==> src/lsn_params.svh <==
// Register offsets, field positions, reset values and timing figures of the link start-up negotiator
`ifndef LSN_PARAMS_SVH
`define LSN_PARAMS_SVH

`define LSN_OFF_CTRL        8'h00
`define LSN_OFF_PROTO_RANGE 8'h04
`define LSN_OFF_HDLC_RANGE  8'h08
`define LSN_OFF_ETH_RANGE   8'h0c
`define LSN_OFF_STATUS      8'h10
`define LSN_OFF_RX_HELD     8'h14

`define LSN_CTRL_ENABLE     0
`define LSN_CTRL_MASTER     1
`define LSN_CTRL_CODING_64  2
`define LSN_CTRL_CUST_KNOWN 3
`define LSN_CTRL_CUST_PROP  4
`define LSN_CTRL_CM_UP      5
`define LSN_CTRL_CUST_NEGO  6
`define LSN_CTRL_NO_CM      7
`define LSN_CTRL_BITS       8

`define LSN_STAT_EXPIRED    4

`define LSN_CTRL_RESET      8'h00
`define LSN_PROTO_RESET     16'h0201
`define LSN_HDLC_RESET      16'h0601
`define LSN_ETH_RESET       16'h3f01

`define LSN_HDLC_MASK       8'h07
`define LSN_ETH_MASK        8'h3f
`define LSN_HDLC_CUSTOM     8'h07

`define LSN_CLK_HZ          50000000
`define LSN_EVAL_PERIOD_MS  100
`define LSN_STARTUP_MS      10000

`endif

==> src/lsn_pkg.sv <==
// Types shared by the link start-up negotiator
package lsn_pkg;

	typedef enum logic [2:0] {
		LSN_IDLE    = 3'b000,
		LSN_SYNC    = 3'b001,
		LSN_PROTO   = 3'b010,
		LSN_RATE    = 3'b011,
		LSN_IFNEG   = 3'b100,
		LSN_PASSIVE = 3'b101
	} lsn_state_t;

	typedef struct packed {
		logic [7:0] proto;
		logic [7:0] hdlc;
		logic [7:0] eth;
	} lsn_ctrl_bytes_t;

	typedef struct packed {
		logic [7:0] hi;
		logic [7:0] lo;
	} lsn_range_t;

endpackage : lsn_pkg

==> src/lsn_negotiator.sv <==
// Start-up negotiation of protocol version and management channel rates for one link port
//
// Contract
// Master entering protocol setup sends its highest available protocol version.
// Master: received version equal to sent version completes protocol setup.
// Master on mismatch sends highest available version not above received, else lowest.
// Slave decodes received version; on mismatch reselects highest not above, else lowest.
// Slave completes protocol setup when received equals currently sent version.
// Protocol setup reads only sync, hyperframe number and version bytes.
// Filtered layer one control bits are used only from rate setup onward.
// Master entering rate setup sends highest available HDLC and Ethernet rates.
// Rate setup completes when at least one received rate equals sent rate.
// Master with both rates differing reselects each as highest not above received.
// Reselection giving zero rate sends lowest available rate instead.
// Slave with both rates differing reselects both rates the same way.
// Master may propose custom HDLC code only when custom channel is known.
// Slave echoes received custom HDLC code when it knows the custom channel.
// In rate setup and interface negotiation, version mismatch returns to protocol setup.
// In interface negotiation, both rates differing returns to rate setup.
// Use Ethernet channel if an Ethernet rate was agreed, else HDLC.
// After custom HDLC negotiation, send the custom HDLC code.
// Clear start-up timer once higher-layer management connection is up.
// Master with no new version before timer expiry flags no common version.
// Rate setup interprets layer one inband protocol, possibly entering passive link.
// Evaluate received bytes every 0.1 s and update transmit values promptly.
// Send zero in reserved bits and ignore them on receive.
// Master requesting no management channel enters passive link and clears timer.
// Hold received values; reselect only when first valid or changed.
`timescale 1ns/100ps
`default_nettype none
`include "lsn_params.svh"

module lsn_negotiator
	import lsn_pkg::*;
#(
	parameter int unsigned EVAL_CYCLES    = (`LSN_CLK_HZ / 1000) * `LSN_EVAL_PERIOD_MS,
	parameter int unsigned STARTUP_CYCLES = (`LSN_CLK_HZ / 1000) * `LSN_STARTUP_MS
) (
	input  wire logic            pclk,
	input  wire logic            presetn,
	input  wire logic            psel,
	input  wire logic            penable,
	input  wire logic            pwrite,
	input  wire logic [7:0]      paddr,
	input  wire logic [31:0]     pwdata,
	output logic      [31:0]     prdata,
	output logic                 pready,
	output logic                 pslverr,
	input  wire logic            hyperframe_sync_state,
	input  wire lsn_ctrl_bytes_t rx_bytes,
	input  wire logic            layer_one_passive,
	output lsn_ctrl_bytes_t      tx_bytes,
	output lsn_state_t           link_state,
	output logic                 use_eth,
	output logic                 use_hdlc,
	output logic                 startup_timer_running,
	output logic                 restart_pulse
);

	// Highest value of the range not above want, else the lowest of the range
	function automatic logic [7:0] lsn_pick(input logic [7:0] want, input lsn_range_t r);
		logic [7:0] res;
		res = r.lo;
		if (want >= r.hi) begin
			res = r.hi;
		end else if (want >= r.lo) begin
			res = want;
		end
		return res;
	endfunction : lsn_pick

	// Rate pick where a zero result means no link and falls back to the lowest rate
	function automatic logic [7:0] lsn_pick_rate(input logic [7:0] want, input lsn_range_t r);
		logic [7:0] res;
		res = lsn_pick(want, r);
		if (res == 8'h00) begin
			res = r.lo;
		end
		return res;
	endfunction : lsn_pick_rate

	// Register state
	logic [`LSN_CTRL_BITS-1:0] ctrl, next_ctrl;
	lsn_range_t                proto_range, next_proto_range;
	lsn_range_t                hdlc_range, next_hdlc_range;
	lsn_range_t                eth_range, next_eth_range;
	logic                      expired, next_expired;
	logic                      no_common, next_no_common;
	logic [31:0]               next_prdata;
	logic                      next_pready;
	logic                      next_pslverr;

	// Negotiation state
	lsn_state_t                next_link_state;
	lsn_ctrl_bytes_t           next_tx_bytes;
	lsn_ctrl_bytes_t           held, next_held;
	logic                      held_valid, next_held_valid;
	logic [31:0]               eval_cnt, next_eval_cnt;
	logic [31:0]               timer_cnt, next_timer_cnt;
	logic                      next_timer_running;
	logic                      next_use_eth;
	logic                      next_use_hdlc;
	logic                      next_restart_pulse;

	logic                      apb_access;
	logic                      apb_wr;
	logic                      is_master;
	logic                      eval_tick;
	logic                      timer_expiry;
	lsn_ctrl_bytes_t           rx_clean;

	assign apb_access = psel && penable && !pready;
	assign apb_wr     = apb_access && pwrite;
	assign is_master  = ctrl[`LSN_CTRL_MASTER];
	assign eval_tick  = (eval_cnt == 32'(EVAL_CYCLES - 1));
	assign timer_expiry = startup_timer_running && (timer_cnt == 32'(STARTUP_CYCLES - 1));

	// Reserved bits of the rate bytes are dropped before any compare
	always_comb begin
		rx_clean.proto = rx_bytes.proto;
		rx_clean.hdlc  = rx_bytes.hdlc & `LSN_HDLC_MASK;
		rx_clean.eth   = rx_bytes.eth & `LSN_ETH_MASK;
	end

	// APB slave: one wait state, so pready and prdata come from flops
	always_comb begin
		next_ctrl        = ctrl;
		next_proto_range = proto_range;
		next_hdlc_range  = hdlc_range;
		next_eth_range   = eth_range;
		next_pready      = apb_access;
		next_pslverr     = 1'b0;
		next_prdata      = 32'h0000_0000;
		if (apb_access) begin
			unique case (paddr)
				`LSN_OFF_CTRL: begin
					next_prdata = {24'h00_0000, ctrl};
					if (pwrite) begin
						next_ctrl = pwdata[`LSN_CTRL_BITS-1:0];
					end
				end
				`LSN_OFF_PROTO_RANGE: begin
					next_prdata = {16'h0000, proto_range};
					if (pwrite) begin
						next_proto_range = pwdata[15:0];
					end
				end
				`LSN_OFF_HDLC_RANGE: begin
					next_prdata = {16'h0000, hdlc_range};
					if (pwrite) begin
						next_hdlc_range = pwdata[15:0] & {`LSN_HDLC_MASK, `LSN_HDLC_MASK};
					end
				end
				`LSN_OFF_ETH_RANGE: begin
					next_prdata = {16'h0000, eth_range};
					if (pwrite) begin
						next_eth_range = pwdata[15:0] & {`LSN_ETH_MASK, `LSN_ETH_MASK};
					end
				end
				`LSN_OFF_STATUS: begin
					next_prdata = {tx_bytes, use_hdlc, use_eth, no_common, expired,
						startup_timer_running, link_state};
				end
				`LSN_OFF_RX_HELD: begin
					next_prdata = {7'h00, held_valid, held};
				end
				default: begin
					next_pslverr = 1'b1;
				end
			endcase
		end
	end

	// Negotiation steps
	always_comb begin
		lsn_ctrl_bytes_t pick;
		logic            changed;
		logic            rate_match;
		pick               = tx_bytes;
		changed            = 1'b0;
		rate_match         = 1'b0;
		next_link_state    = link_state;
		next_tx_bytes      = tx_bytes;
		next_held          = held;
		next_held_valid    = held_valid;
		next_eval_cnt      = eval_tick ? 32'h0000_0000 : eval_cnt + 32'h0000_0001;
		next_timer_cnt     = startup_timer_running ? timer_cnt + 32'h0000_0001 : 32'h0000_0000;
		next_timer_running = startup_timer_running;
		next_use_eth       = 1'b0;
		next_use_hdlc      = 1'b0;
		next_restart_pulse = 1'b0;
		next_no_common     = no_common;
		// Software clears the expiry flag by writing one; a new expiry wins
		next_expired       = expired && !(apb_wr && paddr == `LSN_OFF_STATUS && pwdata[`LSN_STAT_EXPIRED]);

		if (eval_tick) begin
			changed         = !held_valid || (rx_clean != held);
			next_held       = rx_clean;
			next_held_valid = 1'b1;
		end

		unique case (link_state)
			LSN_IDLE: begin
				next_tx_bytes = '0;
				if (ctrl[`LSN_CTRL_ENABLE]) begin
					next_link_state = LSN_SYNC;
				end
			end
			LSN_SYNC: begin
				next_tx_bytes = {proto_range.hi, hdlc_range.hi, eth_range.hi};
				next_held_valid = 1'b0;
				if (hyperframe_sync_state) begin
					next_link_state    = LSN_PROTO;
					next_tx_bytes.proto = proto_range.hi;
					next_timer_running = 1'b1;
					next_timer_cnt     = 32'h0000_0000;
					next_no_common     = 1'b0;
				end
			end
			LSN_PROTO: begin
				// Only the version byte is looked at here; layer one bits are not yet trusted
				if (eval_tick) begin
					if (rx_clean.proto == tx_bytes.proto) begin
						next_link_state = LSN_RATE;
					end else if (changed) begin
						pick.proto          = lsn_pick(rx_clean.proto, proto_range);
						next_tx_bytes.proto = pick.proto;
						if (rx_clean.proto == pick.proto) begin
							next_link_state = LSN_RATE;
						end
					end
				end
				if (next_link_state == LSN_RATE) begin
					next_tx_bytes.hdlc = hdlc_range.hi;
					next_tx_bytes.eth  = eth_range.hi;
					if (is_master && ctrl[`LSN_CTRL_CUST_PROP] && ctrl[`LSN_CTRL_CUST_KNOWN]) begin
						next_tx_bytes.hdlc = `LSN_HDLC_CUSTOM;
					end
				end
			end
			LSN_RATE: begin
				if (eval_tick) begin
					if (rx_clean.proto != tx_bytes.proto) begin
						next_link_state = LSN_PROTO;
					end else if (is_master && ctrl[`LSN_CTRL_NO_CM]) begin
						next_tx_bytes.hdlc = 8'h00;
						next_tx_bytes.eth  = 8'h00;
						next_link_state    = LSN_PASSIVE;
						next_timer_running = 1'b0;
					end else if (!is_master && layer_one_passive) begin
						next_link_state    = LSN_PASSIVE;
						next_timer_running = 1'b0;
					end else begin
						rate_match = (rx_clean.hdlc == tx_bytes.hdlc && rx_clean.hdlc != 8'h00) ||
							(rx_clean.eth == tx_bytes.eth && rx_clean.eth != 8'h00);
						if (rate_match) begin
							next_link_state = LSN_IFNEG;
						end else if (changed) begin
							pick.hdlc = lsn_pick_rate(rx_clean.hdlc, hdlc_range);
							pick.eth  = lsn_pick_rate(rx_clean.eth, eth_range);
							if (!is_master && rx_clean.hdlc == `LSN_HDLC_CUSTOM && ctrl[`LSN_CTRL_CUST_KNOWN]) begin
								pick.hdlc = `LSN_HDLC_CUSTOM;
							end
							next_tx_bytes.hdlc = pick.hdlc;
							next_tx_bytes.eth  = pick.eth;
							if ((rx_clean.hdlc == pick.hdlc && pick.hdlc != 8'h00) ||
								(rx_clean.eth == pick.eth && pick.eth != 8'h00)) begin
								next_link_state = LSN_IFNEG;
							end
						end
					end
				end
			end
			LSN_IFNEG: begin
				next_use_eth  = (held.eth == tx_bytes.eth) && (held.eth != 8'h00);
				next_use_hdlc = !next_use_eth;
				if (ctrl[`LSN_CTRL_CUST_NEGO]) begin
					next_tx_bytes.hdlc = `LSN_HDLC_CUSTOM;
				end
				if (ctrl[`LSN_CTRL_CM_UP]) begin
					next_timer_running = 1'b0;
				end
				if (held.proto != tx_bytes.proto) begin
					next_link_state    = LSN_PROTO;
					next_timer_running = 1'b1;
				end else if (held.hdlc != tx_bytes.hdlc && held.eth != tx_bytes.eth) begin
					next_link_state    = LSN_RATE;
					next_timer_running = 1'b1;
				end
			end
			LSN_PASSIVE: begin
				if (is_master) begin
					next_tx_bytes.hdlc = 8'h00;
					next_tx_bytes.eth  = 8'h00;
				end else begin
					next_tx_bytes.hdlc = hdlc_range.hi;
					next_tx_bytes.eth  = eth_range.hi;
				end
				if (held.proto != tx_bytes.proto) begin
					next_link_state    = LSN_PROTO;
					next_timer_running = 1'b1;
				end else if ((is_master && !ctrl[`LSN_CTRL_NO_CM]) || (!is_master && changed)) begin
					next_link_state    = LSN_RATE;
					next_tx_bytes.hdlc = hdlc_range.hi;
					next_tx_bytes.eth  = eth_range.hi;
					next_timer_running = 1'b1;
				end
			end
			default: begin
				next_link_state = LSN_IDLE;
			end
		endcase

		// Expiry restarts line synchronisation; silence in protocol setup on a master means no common version
		if (timer_expiry && next_timer_running) begin
			next_expired       = 1'b1;
			next_no_common     = no_common || (is_master && link_state == LSN_PROTO);
			next_timer_running = 1'b0;
			next_restart_pulse = 1'b1;
			next_link_state    = LSN_SYNC;
		end
		if (link_state != LSN_IDLE && link_state != LSN_SYNC && !hyperframe_sync_state) begin
			next_link_state    = LSN_SYNC;
			next_timer_running = 1'b0;
		end
		if (!ctrl[`LSN_CTRL_ENABLE]) begin
			next_link_state    = LSN_IDLE;
			next_timer_running = 1'b0;
		end
		if (next_link_state != link_state) begin
			next_timer_cnt = 32'h0000_0000;
			// A setup step entered with already held bytes must still reselect once, or both ends wait forever
			if (next_link_state == LSN_PROTO || next_link_state == LSN_RATE) begin
				next_held_valid = 1'b0;
			end
		end
		// Reserved bits leave as zero whatever software loaded
		next_tx_bytes.hdlc = next_tx_bytes.hdlc & `LSN_HDLC_MASK;
		next_tx_bytes.eth  = next_tx_bytes.eth & `LSN_ETH_MASK;
	end

	always_ff @(posedge pclk or negedge presetn) begin
		if (!presetn) begin
			ctrl                  <= `LSN_CTRL_RESET;
			proto_range           <= `LSN_PROTO_RESET;
			hdlc_range            <= `LSN_HDLC_RESET;
			eth_range             <= `LSN_ETH_RESET;
			prdata                <= 32'h0000_0000;
			pready                <= 1'b0;
			pslverr               <= 1'b0;
			expired               <= 1'b0;
			no_common             <= 1'b0;
			link_state            <= LSN_IDLE;
			tx_bytes              <= '0;
			held                  <= '0;
			held_valid            <= 1'b0;
			eval_cnt              <= 32'h0000_0000;
			timer_cnt             <= 32'h0000_0000;
			startup_timer_running <= 1'b0;
			use_eth               <= 1'b0;
			use_hdlc              <= 1'b0;
			restart_pulse         <= 1'b0;
		end else begin
			ctrl                  <= next_ctrl;
			proto_range           <= next_proto_range;
			hdlc_range            <= next_hdlc_range;
			eth_range             <= next_eth_range;
			prdata                <= next_prdata;
			pready                <= next_pready;
			pslverr               <= next_pslverr;
			expired               <= next_expired;
			no_common             <= next_no_common;
			link_state            <= next_link_state;
			tx_bytes              <= next_tx_bytes;
			held                  <= next_held;
			held_valid            <= next_held_valid;
			eval_cnt              <= next_eval_cnt;
			timer_cnt             <= next_timer_cnt;
			startup_timer_running <= next_timer_running;
			use_eth               <= next_use_eth;
			use_hdlc              <= next_use_hdlc;
			restart_pulse         <= next_restart_pulse;
		end
	end

endmodule : lsn_negotiator
`default_nettype wire

==> config.mk <==
export PLATFORM = sky130hd
export DESIGN_NAME = lsn_negotiator
export DESIGN_NICKNAME = d
export VERILOG_FILES = /design/src/lsn_pkg.sv /design/src/lsn_negotiator.sv
export VERILOG_INCLUDE_DIRS = /design/src
export SDC_FILE = /design/constraint.sdc
export NUM_CORES = 1
export LEC_CHECK = 0
export BUFFER_PORTS_ARGS = -buffer_cell sky130_fd_sc_hd__buf_2
export CORE_ASPECT_RATIO = 0.5
export CORE_UTILIZATION = 35
export CTS_BUF_LIST = sky130_fd_sc_hd__clkbuf_16
export CTS_CLUSTER_DIAMETER = 30
export DETAILED_ROUTE_END_ITERATION = 8
export PLACE_DENSITY = 0.65
export SLEW_MARGIN = 20
export SYNTH_ARGS = -nofsm -noshare
export SYNTH_HDL_FRONTEND = slang
export SYNTH_SLANG_ARGS = --single-unit
==> constraint.sdc <==
create_clock -name pclk -period 7.45 [get_ports pclk]
set_clock_uncertainty 0.15 [all_clocks]
set_input_delay 0.745 -clock pclk [delete_from_list [all_inputs] [get_ports pclk]]
set_output_delay 0.745 -clock pclk [all_outputs]
set_load 0.05 [all_outputs]
== Word level (Yosys, flattened, before mapping) ==
Cells that the tools add are included.

* Add/subtract/negate cells: 2
* Magnitude comparators: 6
* Eq/ne operators: 40
* Multiplexer cells: 115
* Reduce and logical (&&, ||, !) cells: 62

{| class="wikitable"
|+ Operators with widths
! operator !! count
|-
| $mux W8 || 40
|-
| $mux W32 || 6
|-
| $pmux W32 S6 || 1
|-
| $mux W11 || 10
|-
| $mux W3 || 24
|-
| $add A32 B1 Y32 const B || 2
|-
| $reduce_bool A8 Y1 || 5
|-
| $pmux W3 S6 || 2
|-
| $eq A32 B23 Y1 const B || 1
|-
| $eq A32 B29 Y1 const B || 1
|-
| $pmux W6 S5 || 1
|-
| $mux W1 || 27
|-
| $logic_and A1 B1 Y1 || 25
|-
| $logic_not A8 Y1 || 3
|-
| $pmux W8 S3 || 1
|-
| $ne A17 B17 Y1 || 1
|-
| $eq A8 B4 Y1 const B || 2
|-
| $eq A8 B5 Y1 const B || 2
|-
| $eq A8 B8 Y1 || 2
|-
| $ge A8 B8 Y1 || 2
|-
| $ne A8 B8 Y1 || 2
|-
| $eq A3 B2 Y1 const B || 5
|-
| $ne A2 B2 Y1 const B || 7
|-
| $eq A6 B6 Y1 || 2
|-
| other kinds (27) || 51
|}

* Register bits: 184
* Bits of input ports: 71
* Output and inout bits: 65
* Logic and storage cells: 251

== Depth between registers and ports, before layout ==
Gate-level depths: netlist (run 1).

* Word-level depth: 38
* Gate-level depth with buffers: 16
* Mapped depth without buffers: 12

== Least setup slack after synthesis (run 1) ==
OpenSTA, ideal clock, no wires.

* Path kind: input-to-reg
* From: in rx_bytes[8] (netlist name)
* To: reg timer_cnt[29]
* Setup time: 0.119 ns
* Arrival time: 3.760 ns
* Required time: 7.181 ns
* Path slack: 3.421 ns
* Stages on the path: 14
* Buffers on the path: 2
* Path through: clkbuf_1 inv_1 ha_1 nand2b_1 a21o_1 a21oi_2 mux2_2 o31a_1 mux2i_1 o41ai_4 nor2_2 o211ai_4 buf_6 nor2_2

* Longest elaborated chain between the ends: 36
* Elaborated cells on any way between the ends: 60
* Classes of those cells: order compare (2); eq/ne (5); mux (40); reduce/logical (13)

{| class="wikitable"
|+ Ends and longest elaborated chain
! item !! line !! RTL
|-
| from (decl) || lsn_negotiator.sv:50 || <nowiki>input wire lsn_ctrl_bytes_t rx_bytes,</nowiki>
|-
| $ge A3 B3 Y1 || lsn_negotiator.sv:66 || <nowiki>end else if (want >= r.lo) begin</nowiki>
|-
| $mux W3 || lsn_negotiator.sv:66 ||
|-
| $mux W3 || lsn_negotiator.sv:64 || <nowiki>if (want >= r.hi) begin</nowiki>
|-
| $mux W8 || lsn_negotiator.sv:258 || <nowiki>end else if (changed) begin</nowiki>
|-
| $mux W8 || lsn_negotiator.sv:256 || <nowiki>if (rate_match) begin</nowiki>
|-
| $mux W8 || lsn_negotiator.sv:250 || <nowiki>end else if (!is_master && layer_one_passive) begin</nowiki>
|-
| $mux W8 || lsn_negotiator.sv:245 || <nowiki>end else if (is_master && ctrl[`LSN_CTRL_NO_CM]) begin</nowiki>
|-
| $mux W8 || lsn_negotiator.sv:243 || <nowiki>if (rx_clean.proto != tx_bytes.proto) begin</nowiki>
|-
| (+21 left out) || - ||
|-
| $mux W3 || lsn_negotiator.sv:242 || <nowiki>if (eval_tick) begin</nowiki>
|-
| $pmux W3 S6 || lsn_negotiator.sv:202 || <nowiki>unique case (link_state)</nowiki>
|-
| $mux W3 * || lsn_negotiator.sv:315 || <nowiki>if (timer_expiry && next_timer_running) begin</nowiki>
|-
| $mux W3 * || lsn_negotiator.sv:322 || <nowiki>if (link_state != LSN_IDLE && link_state != LSN_SYNC && !hyperframe_sync_state) begin</nowiki>
|-
| $mux W3 * || lsn_negotiator.sv:326 || <nowiki>if (!ctrl[`LSN_CTRL_ENABLE]) begin</nowiki>
|-
| $ne A3 B3 Y1 * || lsn_negotiator.sv:330 || <nowiki>if (next_link_state != link_state) begin</nowiki>
|-
| $mux W32 * || lsn_negotiator.sv:330 ||
|-
| via next_timer_cnt[29] || lsn_negotiator.sv:99 || <nowiki>logic [31:0] timer_cnt, next_timer_cnt;</nowiki>
|-
| to (signal assigned) || lsn_negotiator.sv:378 || <nowiki>timer_cnt <= next_timer_cnt;</nowiki>
|-
| to (decl) || lsn_negotiator.sv:99 ||
|}

Mark *: on every way through the listed nets, which the timed path passes. The rest lies on a longest branch. The select of a mux whose other input is x is not followed.
A chain may end at the register's enable or synchronous reset.

== Worst setup path in the final report (run 1) ==
* From: in rx_bytes[0] (netlist name)
* To: reg timer_cnt[31]

* Longest elaborated chain between the ends: 35
* Elaborated cells on any way between the ends: 56
* Classes of those cells: order compare (2); eq/ne (4); mux (39); reduce/logical (11)

{| class="wikitable"
|+ Ends and longest elaborated chain
! item !! line
|-
| $ge A6 B6 Y1 || lsn_negotiator.sv:66
|-
| $mux W6 || lsn_negotiator.sv:66
|-
| $mux W6 || lsn_negotiator.sv:64
|-
| $mux W8 || lsn_negotiator.sv:258
|-
| $mux W8 || lsn_negotiator.sv:256
|-
| $mux W8 || lsn_negotiator.sv:250
|-
| $mux W8 || lsn_negotiator.sv:245
|-
| $mux W8 || lsn_negotiator.sv:243
|-
| (+20 left out) || -
|-
| $mux W3 || lsn_negotiator.sv:242
|-
| $pmux W3 S6 || lsn_negotiator.sv:202
|-
| $mux W3 * || lsn_negotiator.sv:315
|-
| $mux W3 * || lsn_negotiator.sv:322
|-
| $mux W3 * || lsn_negotiator.sv:326
|-
| $ne A3 B3 Y1 * || lsn_negotiator.sv:330
|-
| $mux W32 * || lsn_negotiator.sv:330
|-
| via next_timer_cnt[31] || lsn_negotiator.sv:99
|}

Marks and branches as above.

==> reports/results.txt, run 1 <==
Worst Hold Class = input port to async pin
RD Place Congestion = 0.956
CTS tree = done
Ranking of synthesized cells by area = dfrtp_1 (39%), mux2_2 (6.1%), xor2_1 (5.8%), ha_1 (4.1%), xnor2_1 (3.7%)
Clock Sinks = 184
Startpoint types = input port
Critical path origin = rx_bytes[0]
Final Net Count = 1320
Crit-path leading delay family = compound AO/OA/AOI/OAI gates
Hold Buf Count CTS = 0
DRC errors left = 0
Total number of vias = 9000
Syn avg cell area = 9.69 sq um
Worst-skew pair later-pin latency = 0.44 ns
Sequential power share = 0.487
Total grt overflow = 0
RSZ-0062 raised after global routing = no
Post-cts repair resize count = 0
Top cells by count, synth = dfrtp_1 (172), nand2_1 (97), nor2_1 (89), xor2_1 (73), mux2_2 (60)
Launch point of the worst reg-to-reg path = eth_range[10]
Setup bufs post-CTS = 0
Sw Ratio = 0.255
Antenna Violating Nets Remaining = 0
Worst-path fanout max = 32
Initial drt markers = 834
CTS Root Cell = clkbuf_16
Number of max-cap violations = 0
Crit path kind = input port to flop
Mapped cell area = 0.0111 sq mm
Final number of setup-violating endpoints = 0
Achievable frequency = 219 MHz
# port buffers = 105
Die area = 0.0324 sq mm
FF-to-FF path depth = 13
Yosys cell types = 83
Initial antenna violation count = 1
Setup Total Neg Slack = 0 ns
WP depth = 14
Leading area contributor after synthesis = dfrtp_1
Final Hold Viols = 0
Top-count cell post-synth = dfrtp_1
Async S/R FF share, synth = 1.00
Final core utilization = 0.406
Pint = 1.56 mW
Via density = 5.45
Total track usage = 0.195
Share of layout cells above drive strength 1 = 0.218
Clock power share = 0.432
Switching Power = 0.532 mW
Layout area overhead = 12.6%
Peak supply drop = 150 uV
Register area = 0.00462 sq mm
Post-synthesis register bit count = 184
Filler cells = 2985
Power per cell area = 168 mW/mm^2
I/O Pins = 136
Fraction of the yosys area taken by sequential cells = 0.418
CTS Buf Count = 17
Final WL = 30.8 mm
Largest net degree at the start of global routing = 108
Slew Limit Fails = 0
Post-DP HPWL = 22.5 mm
Status = complete, no violations
Ys flop type = dfrtp_1
First-pass GRT wire length = 49.1 mm
Core ar. = 0.0307 sq mm
Leak = 5.84 nW
Die X = 253 um
Min cycle time layout = 4.57 ns
H-tree lvl count = 4
Critical path's largest stage delay = 0.76 ns
WP buf/inv = 3
Initial core utilization = 0.360
Worst setup EP type = flop
Post-synth EDFFs = 0
Synthesized instance count = 1142
CP cell instances = buf_2 > inv_1 > ha_1 > nand2b_1 > a31oi_1 > o21ai_2 > nand3_1 > o21ai_1 > o2111ai_1 > a211oi_2 > nor2_2 > o211ai_4 > buf_4 > nor2_1
CP required = 7.60 ns
Tightest Pin Transition = 1.07 ns
Period Utilization, post-route = 0.613
Post-synth top area share = 0.389
Clock transition at the registers of the reported paths = 0.07 ns
Critical Path AT = 4.71 ns
Yosys warns = 0
CTS max path bufs = 2
Max-slew headroom = 0.286
Routed wire per std cell = 18.7 um
Combinational power share = 0.081
Detailed-router iteration count before antenna repair = 8
Rows = 45
Multi-input logic area = 0.00592 sq mm
Vias in the first global route = 8869
Die Y = 128 um
Slowest cell on the critical path = o21ai_2
-- metal layers --
metal | vias up | share of wire | wire length, um | GRT usage
li1 | 4168 | - | - | -
met1 | 4506 | 0.44 | 13600 | 0.257
met5 | - | 0 | 0 | 0
met4 | 0 | 0.021 | 650 | 0.0713
met3 | 45 | 0.054 | 1650 | 0.0365
met2 | 281 | 0.48 | 14900 | 0.321
-- final timing paths --
check / to / slack [ns]
setup / recovery: timer_cnt[31] / 2.88
hold / removal: eval_cnt[19] / 0.07
setup reg to reg: timer_cnt[31] / 2.89
hold reg to reg: eval_cnt[0] / 0.32
max in group asynchronous: hdlc_range[2] / 5.69
min in group pclk: eval_cnt[0] / 0.32
-- worst reg2reg max path: cells and delay by family (launching register included) --
kind                     cells  cell delay [ns]
AO/OA/AOI/OAI                7             2.36
flip-flops                   1             0.63
buffers and inverters        2             0.52
AND/OR/NAND/NOR              3             0.47
adder cells (fa/ha/maj)      1             0.29
-- state kept, by name (all words and copies together), names as in the netlist --
register               cells
held                      17
timer_cnt                 32
no_common                  1
use_hdlc                   1
pready                     1
prdata                    32
eval_cnt                  32
use_eth                    1
pslverr                    1
link_state                 3
proto_range               16
startup_timer_running      1
restart_pulse              1
expired                    1
tx_bytes                  17
ctrl                       8
eth_range                 12
hdlc_range                 6
held_valid                 1
-- cell families after synthesis --
group,count (synthesis),share of synthesized area
adder cells (fa/ha/maj),36,0.0407
AND/OR/NAND/NOR,379,0.174
multiplexers,88,0.0864
buffers and inverters,118,0.0499
XOR/XNOR,120,0.0950
other,1,0.000339
AO/OA/AOI/OAI,216,0.137
flip-flops,184,0.418
-- cell type report --
cell class,instances,area share
Multi-Input combinational cell,846,0.476
Sequential cell,184,0.371
Timing Repair Buffer,111,0.0485
Tap cell,423,0.0425
Clock buffer,17,0.0342
Inverter,53,0.0160
Clock inverter,15,0.0122
Antenna cell,1,0.000201
-- layout by cell type (no fill, tap or decap), types with 36 or more instances in the layout --
| cell | count |
|---|---|
| xor2_1 | 73 |
| a21oi_1 | 48 |
| o21ai_0 | 49 |
| nand2_1 | 97 |
| ha_1 | 36 |
| xnor2_1 | 47 |
| mux2_2 | 60 |
| inv_1 | 52 |
| nand3_1 | 38 |
| buf_2 | 104 |
| nor2_1 | 89 |
| dfrtp_1 | 172 |
-- per-stage QoR --
step,power [mW],instance area (sq um),hold slack (ns),cells,worst slack [ns]
finish,2.09,12500,0.0689,1650,2.88
global route,2.17,12500,0.0964,1650,2.45
CTS,2.10,12400,0.329,1647,2.97
detailed placement,1.20,11800,0.320,1615,2.51
global placement,1.20,11800,0.304,1615,2.57
floorplan,1.14,11100,0.288,1148,3.42
-- power by group through the flow --
stage | logic, mW | clock network (mW) | registers (mW)
2_1_floorplan | 0.104 | 0 | 1.03
3_3_place_gp | 0.163 | 0 | 1.03
3_5_place_dp | 0.167 | 0 | 1.03
4_1_cts | 0.168 | 0.920 | 1.02
5_1_grt | 0.187 | 0.966 | 1.02
6_report | 0.169 | 0.903 | 1.02
(Power assumes the default switching activity.)
==> inputs of run 2 (changes only) <==
PLACE_DENSITY = 0.67   (was 0.65)
clock period = 4 ns   (was 7.45 ns; I/O delays follow)
==> run 2 against run 1 <==
Effect of this change: first-iteration DRC count fell by 7.6%; sequential power is 85% higher; combinational power rose by 94%.
==> reports/results.txt, run 2 (synthesis results as in run 1) <==
RD Place Congestion = 0.953
Status = complete, no violations
# port buffers = 105
CTS Buf Count = 17
Pre-CTS WS = 0.146 ns
Routed wire per std cell = 18.7 um
Worst Hold Class = input port to flop
Critical Path AT = 3.92 ns
Setup slack after layout = 0.245 ns
Startpoint types = flop
Clock transition at the registers of the reported paths = 0.07 ns
Initial antenna violation count = 0
CP required = 4.17 ns
CTS max path bufs = 2
DRC errors left = 0
Die area = 0.0324 sq mm
Leak = 5.95 nW
Number of max-cap violations = 0
RSZ-0062 raised after global routing = no
First-pass GRT wire length = 49.4 mm
Power per cell area = 305 mW/mm^2
Period Utilization, post-route = 0.939
Final Net Count = 1342
Peak supply drop = 204 uV
Met1 Use GR = 0.249
Worst setup EP type = flop
Total number of vias = 9057
Placement Cell Area = 0.0120 sq mm
CTS tree = done
Setup bufs post-CTS = 0
Post-cts repair resize count = 0
Initial core utilization = 0.360
Antenna Violating Nets Remaining = 0
Via density = 5.42
Rows = 45
Max-slew headroom = 0.363
Regs by FF count = eval_cnt x32, prdata x32, timer_cnt x32
I/O Pins = 136
H-tree lvl count = 4
Die Y = 128 um
Worst-skew pair later-pin latency = 0.44 ns
Non-Filler Cell Area, Final = 0.0126 sq mm
Total grt overflow = 0
Tightest Pin Transition = 0.948 ns
Setup Total Neg Slack = 0 ns
Met2 GRT Util = 0.333
Share of layout cells above drive strength 1 = 0.230
Post-route insts no fill = 1671
Largest net degree at the start of global routing = 93
Total track usage = 0.196
Post-placement cell count = 1638
Antenna cells = 0
Commonest non-fill, non-tap cell in the layout = dfrtp_1
Min cycle time layout = 3.75 ns
Final Hold Viols = 0
Final number of setup-violating endpoints = 0
Vias in the first global route = 9074
Most used routing layer = met2
Clock Sinks = 184
Die X = 253 um
Worst Hold Slack = 0.0185 ns
Crit path kind = flop to flop
Most frequent cells in the layout = dfrtp_1 (172), buf_2 (104), nand2_1 (97)
CTS Root Cell = clkbuf_16
Worst-path fanout max = 32
Core ar. = 0.0307 sq mm
Post-DP HPWL = 23.2 mm
Met3 GRT Util = 0.0406
Initial drt markers = 771
Achievable frequency = 266 MHz
Detailed-router iteration count before antenna repair = 8
Hold Buf Count CTS = 1
Final WL = 31.2 mm
Layout area overhead = 13.9%
Slew Limit Fails = 0
==> run 2: power breakdown <==
part | switching [mW] | total [mW] | internal [mW]
clock network | 0.758 | 1.62 | 0.861
logic | 0.218 | 0.328 | 0.110
registers | 0.0178 | 1.89 | 1.87
==> run 2: routing by layer <==
layer / part of all wire / vias to the layer above / routed length [um]
met1: 0.42 / 4477 / 13200
met4: 0.021 / 0 / 643
met3: 0.063 / 49 / 1980
met2: 0.49 / 328 / 15400
met5: 0 / - / 0
li1: - / 4203 / -
==> run 2: cell type report <==
type | count | area [sq um]
inverter | 53 | 199
fill | 3001 | 18100
timing repair buffer | 133 | 769
sequential | 184 | 4620
clock inverter | 15 | 130
tap | 423 | 529
multi-input combinational | 846 | 5920
clock buffer | 17 | 425
==> run 2: worst paths after layout <==
| check | from | endpoint | slack [ns] | cells after the start |
|---|---|---|---|---|
| max | eth_range[10] | timer_cnt[2] | 0.25 | 14 |
| min | pwdata[15] | proto_range[15] | 0.02 | 3 |
| max reg2reg | eth_range[10] | timer_cnt[2] | 0.25 | 14 |
| min reg2reg | eval_cnt[4] | eval_cnt[4] | 0.32 | 1 |
| max in group asynchronous | presetn | eth_range[12] | 2.28 | 3 |
| min in group asynchronous | presetn | eval_cnt[19] | 0.43 | 2 |
==> run 2: critical path: stages (launching register included) <==
cell	delay, ns
dfstp_2	0.61
inv_1	0.06
ha_1	0.29
a21o_1	0.18
a31oi_1	0.29
o21ai_2	0.25
buf_4	0.23
o31a_1	0.31
nand4b_1	0.20
a211oi_2	0.24
buf_4	0.19
nor2_2	0.08
o211ai_4	0.21
buf_12	0.25
nor2_1	0.08
==> run 2: metrics by stage <==
step,util,total power [mW]
4_1_cts,0.410,3.86
6_report,0.410,3.84
3_3_place_gp,0.392,2.24
5_1_grt,0.410,3.98
2_1_floorplan,-,2.12
3_5_place_dp,0.392,2.25
==> inputs of run 3 (changes only) <==
RECOVER_POWER = 50   (was not set)
==> run 3 against run 2 <==
Effect of this change: the flow now finishes with violations (capacitance limit, slew limit); largest cell class unchanged; clock power hardly changed; flip-flop and latch count unchanged; sequential share of layout area rose by 0.21 points; core utilization fell by 0.24 points; combinational power barely moved; critical path depth unchanged; critical endpoint unchanged.
==> reports/results.txt, run 3 (synthesis results as in run 1) <==
Final WL = 31.3 mm
Setup Total Neg Slack = 0 ns
Detailed-router iteration count before antenna repair = 6
Clock Sinks = 184
Peak supply drop = 204 uV
FF-to-FF path depth = 14
Rows = 45
Initial antenna violation count = 0
Share of layout cells above drive strength 1 = 0.188
Tightest Pin Transition = 2.32 ns
Initial drt markers = 779
Most frequent cells in the layout = dfrtp_1 (172), nand2_1 (97), nor2_1 (89)
Critical Path AT = 3.92 ns
CTS Root Cell = clkbuf_16
Setup slack after layout = 0.251 ns
Setup bufs post-CTS = 0
Routed wire per std cell = 18.7 um
First-pass GRT wire length = 49.4 mm
DRC errors left = 0
Initial core utilization = 0.360
Total grt overflow = 0
Commonest non-fill, non-tap cell in the layout = dfrtp_1
Period Utilization, post-route = 0.937
Pre-CTS WS = 0.146 ns
Layout area overhead = 13.2%
Die area = 0.0324 sq mm
Die Y = 128 um
Worst Hold Class = input port to flop
CTS max path bufs = 2
Hold path start = pwdata[15]
Min cycle time layout = 3.75 ns
Total track usage = 0.196
Clock transition at the registers of the reported paths = 0.07 ns
Switching Power = 0.994 mW
Slew Limit Fails = 92
Hold endpoint = proto_range[15]
Die X = 253 um
CTS tree = done
Worst setup EP type = flop
Clock power share = 0.422
Max-slew headroom = -0.547
Hold Buf Count CTS = 1
Final Hold Viols = 0
RD Place Congestion = 0.953
Total power = 3.84 mW
Post-DP HPWL = 23.2 mm
Antenna Violating Nets Remaining = 0
RSZ-0062 raised after global routing = no
H-tree lvl count = 4
CTS Buf Count = 17
Number of max-cap violations = 1
Sequential power share = 0.493
Power per cell area = 306 mW/mm^2
I/O Pins = 136
Antenna cells = 0
Worst-path fanout max = 32
Leak = 5.72 nW
Post-cts repair resize count = 0
Achievable frequency = 267 MHz
Pint = 2.84 mW
Startpoint types = flop
Sw Ratio = 0.259
Final Net Count = 1342
Total number of vias = 9012
Final number of setup-violating endpoints = 0
Hold path cells = 3
Failing checks = capacitance limit, slew limit
CP required = 4.17 ns
Vias in the first global route = 9074
Status = finished, violations left
Reg-to-reg endpoint = timer_cnt[2]
Largest net degree at the start of global routing = 93
Core ar. = 0.0307 sq mm
Launch point of the worst reg-to-reg path = eth_range[10]
Crit path kind = flop to flop
# port buffers = 105
Combinational power share = 0.085
Worst-skew pair later-pin latency = 0.44 ns
Regs by FF count = eval_cnt x32, prdata x32, timer_cnt x32
Via density = 5.39
R2R setup slack = 0.25 ns
-- run 3: cell types whose count changed in the layout (fill, tap and decap cells not counted) --
cell      change
clkbuf_1     +51
buf_2        -50
buf_4         -1
buf_6         -1
clkbuf_2      +1
or2_0         +1
or2_2         -1
-- run 3: through the flow --
step	hold slack (ns)	cell area, sq um	util	instances
CTS	0.00799	12600	0.410	1671
finish	0.0209	12500	0.408	1671
detailed placement	0.310	12000	0.392	1638
global route	0.0312	12500	0.408	1671
global placement	0.305	12000	0.392	1638
floorplan	-0.0456	11100	-	1148
-- run 3: cell type report --
type,count,area (sq um)
clock inverters,15,130
well taps,423,529
clock buffers,17,425
multi-input cells,846,5920
flip-flops and latches,184,4620
inverters,53,199
fillers,3027,18200
repair buffers,133,697
-- run 3: critical path: stages (launching register included) --
cell      delay (ns)
dfstp_2         0.61
inv_1           0.06
ha_1            0.29
a21o_1          0.18
a31oi_1         0.29
o21ai_2         0.25
buf_4           0.23
o31a_1          0.32
nand4b_1        0.20
a211oi_2        0.24
buf_4           0.19
nor2_2          0.08
o211ai_4        0.21
buf_12          0.25
nor2_1          0.08
-- run 3: how the worst max path moves through the flow --
| stage | from | end | cells after the start |
|---|---|---|---|
| after detailed placement | rx_bytes[8] | timer_cnt[2] | 14 |
| after global routing | eth_range[10] | timer_cnt[31] | 15 |
| after global placement | rx_bytes[8] | timer_cnt[2] | 14 |
| final | eth_range[10] | timer_cnt[2] | 14 |
| after CTS | eth_range[10] | timer_cnt[2] | 14 |
| after floorplan | rx_bytes[8] | timer_cnt[29] | 14 |
-- run 3: power groups by stage --
stage	Clock [mW]	Combinational [mW]	Sequential [mW]
floorplan	0	0.194	1.93
global placement	0	0.317	1.92
detailed placement	0	0.325	1.93
CTS	1.65	0.327	1.89
global route	1.73	0.360	1.89
finish	1.62	0.327	1.89
-- run 3: per-layer routing --
layer	wire (um)	track usage
met5	0	0
met4	708	0.0624
met3	2040	0.0406
met2	15400	0.333
met1	13100	0.249
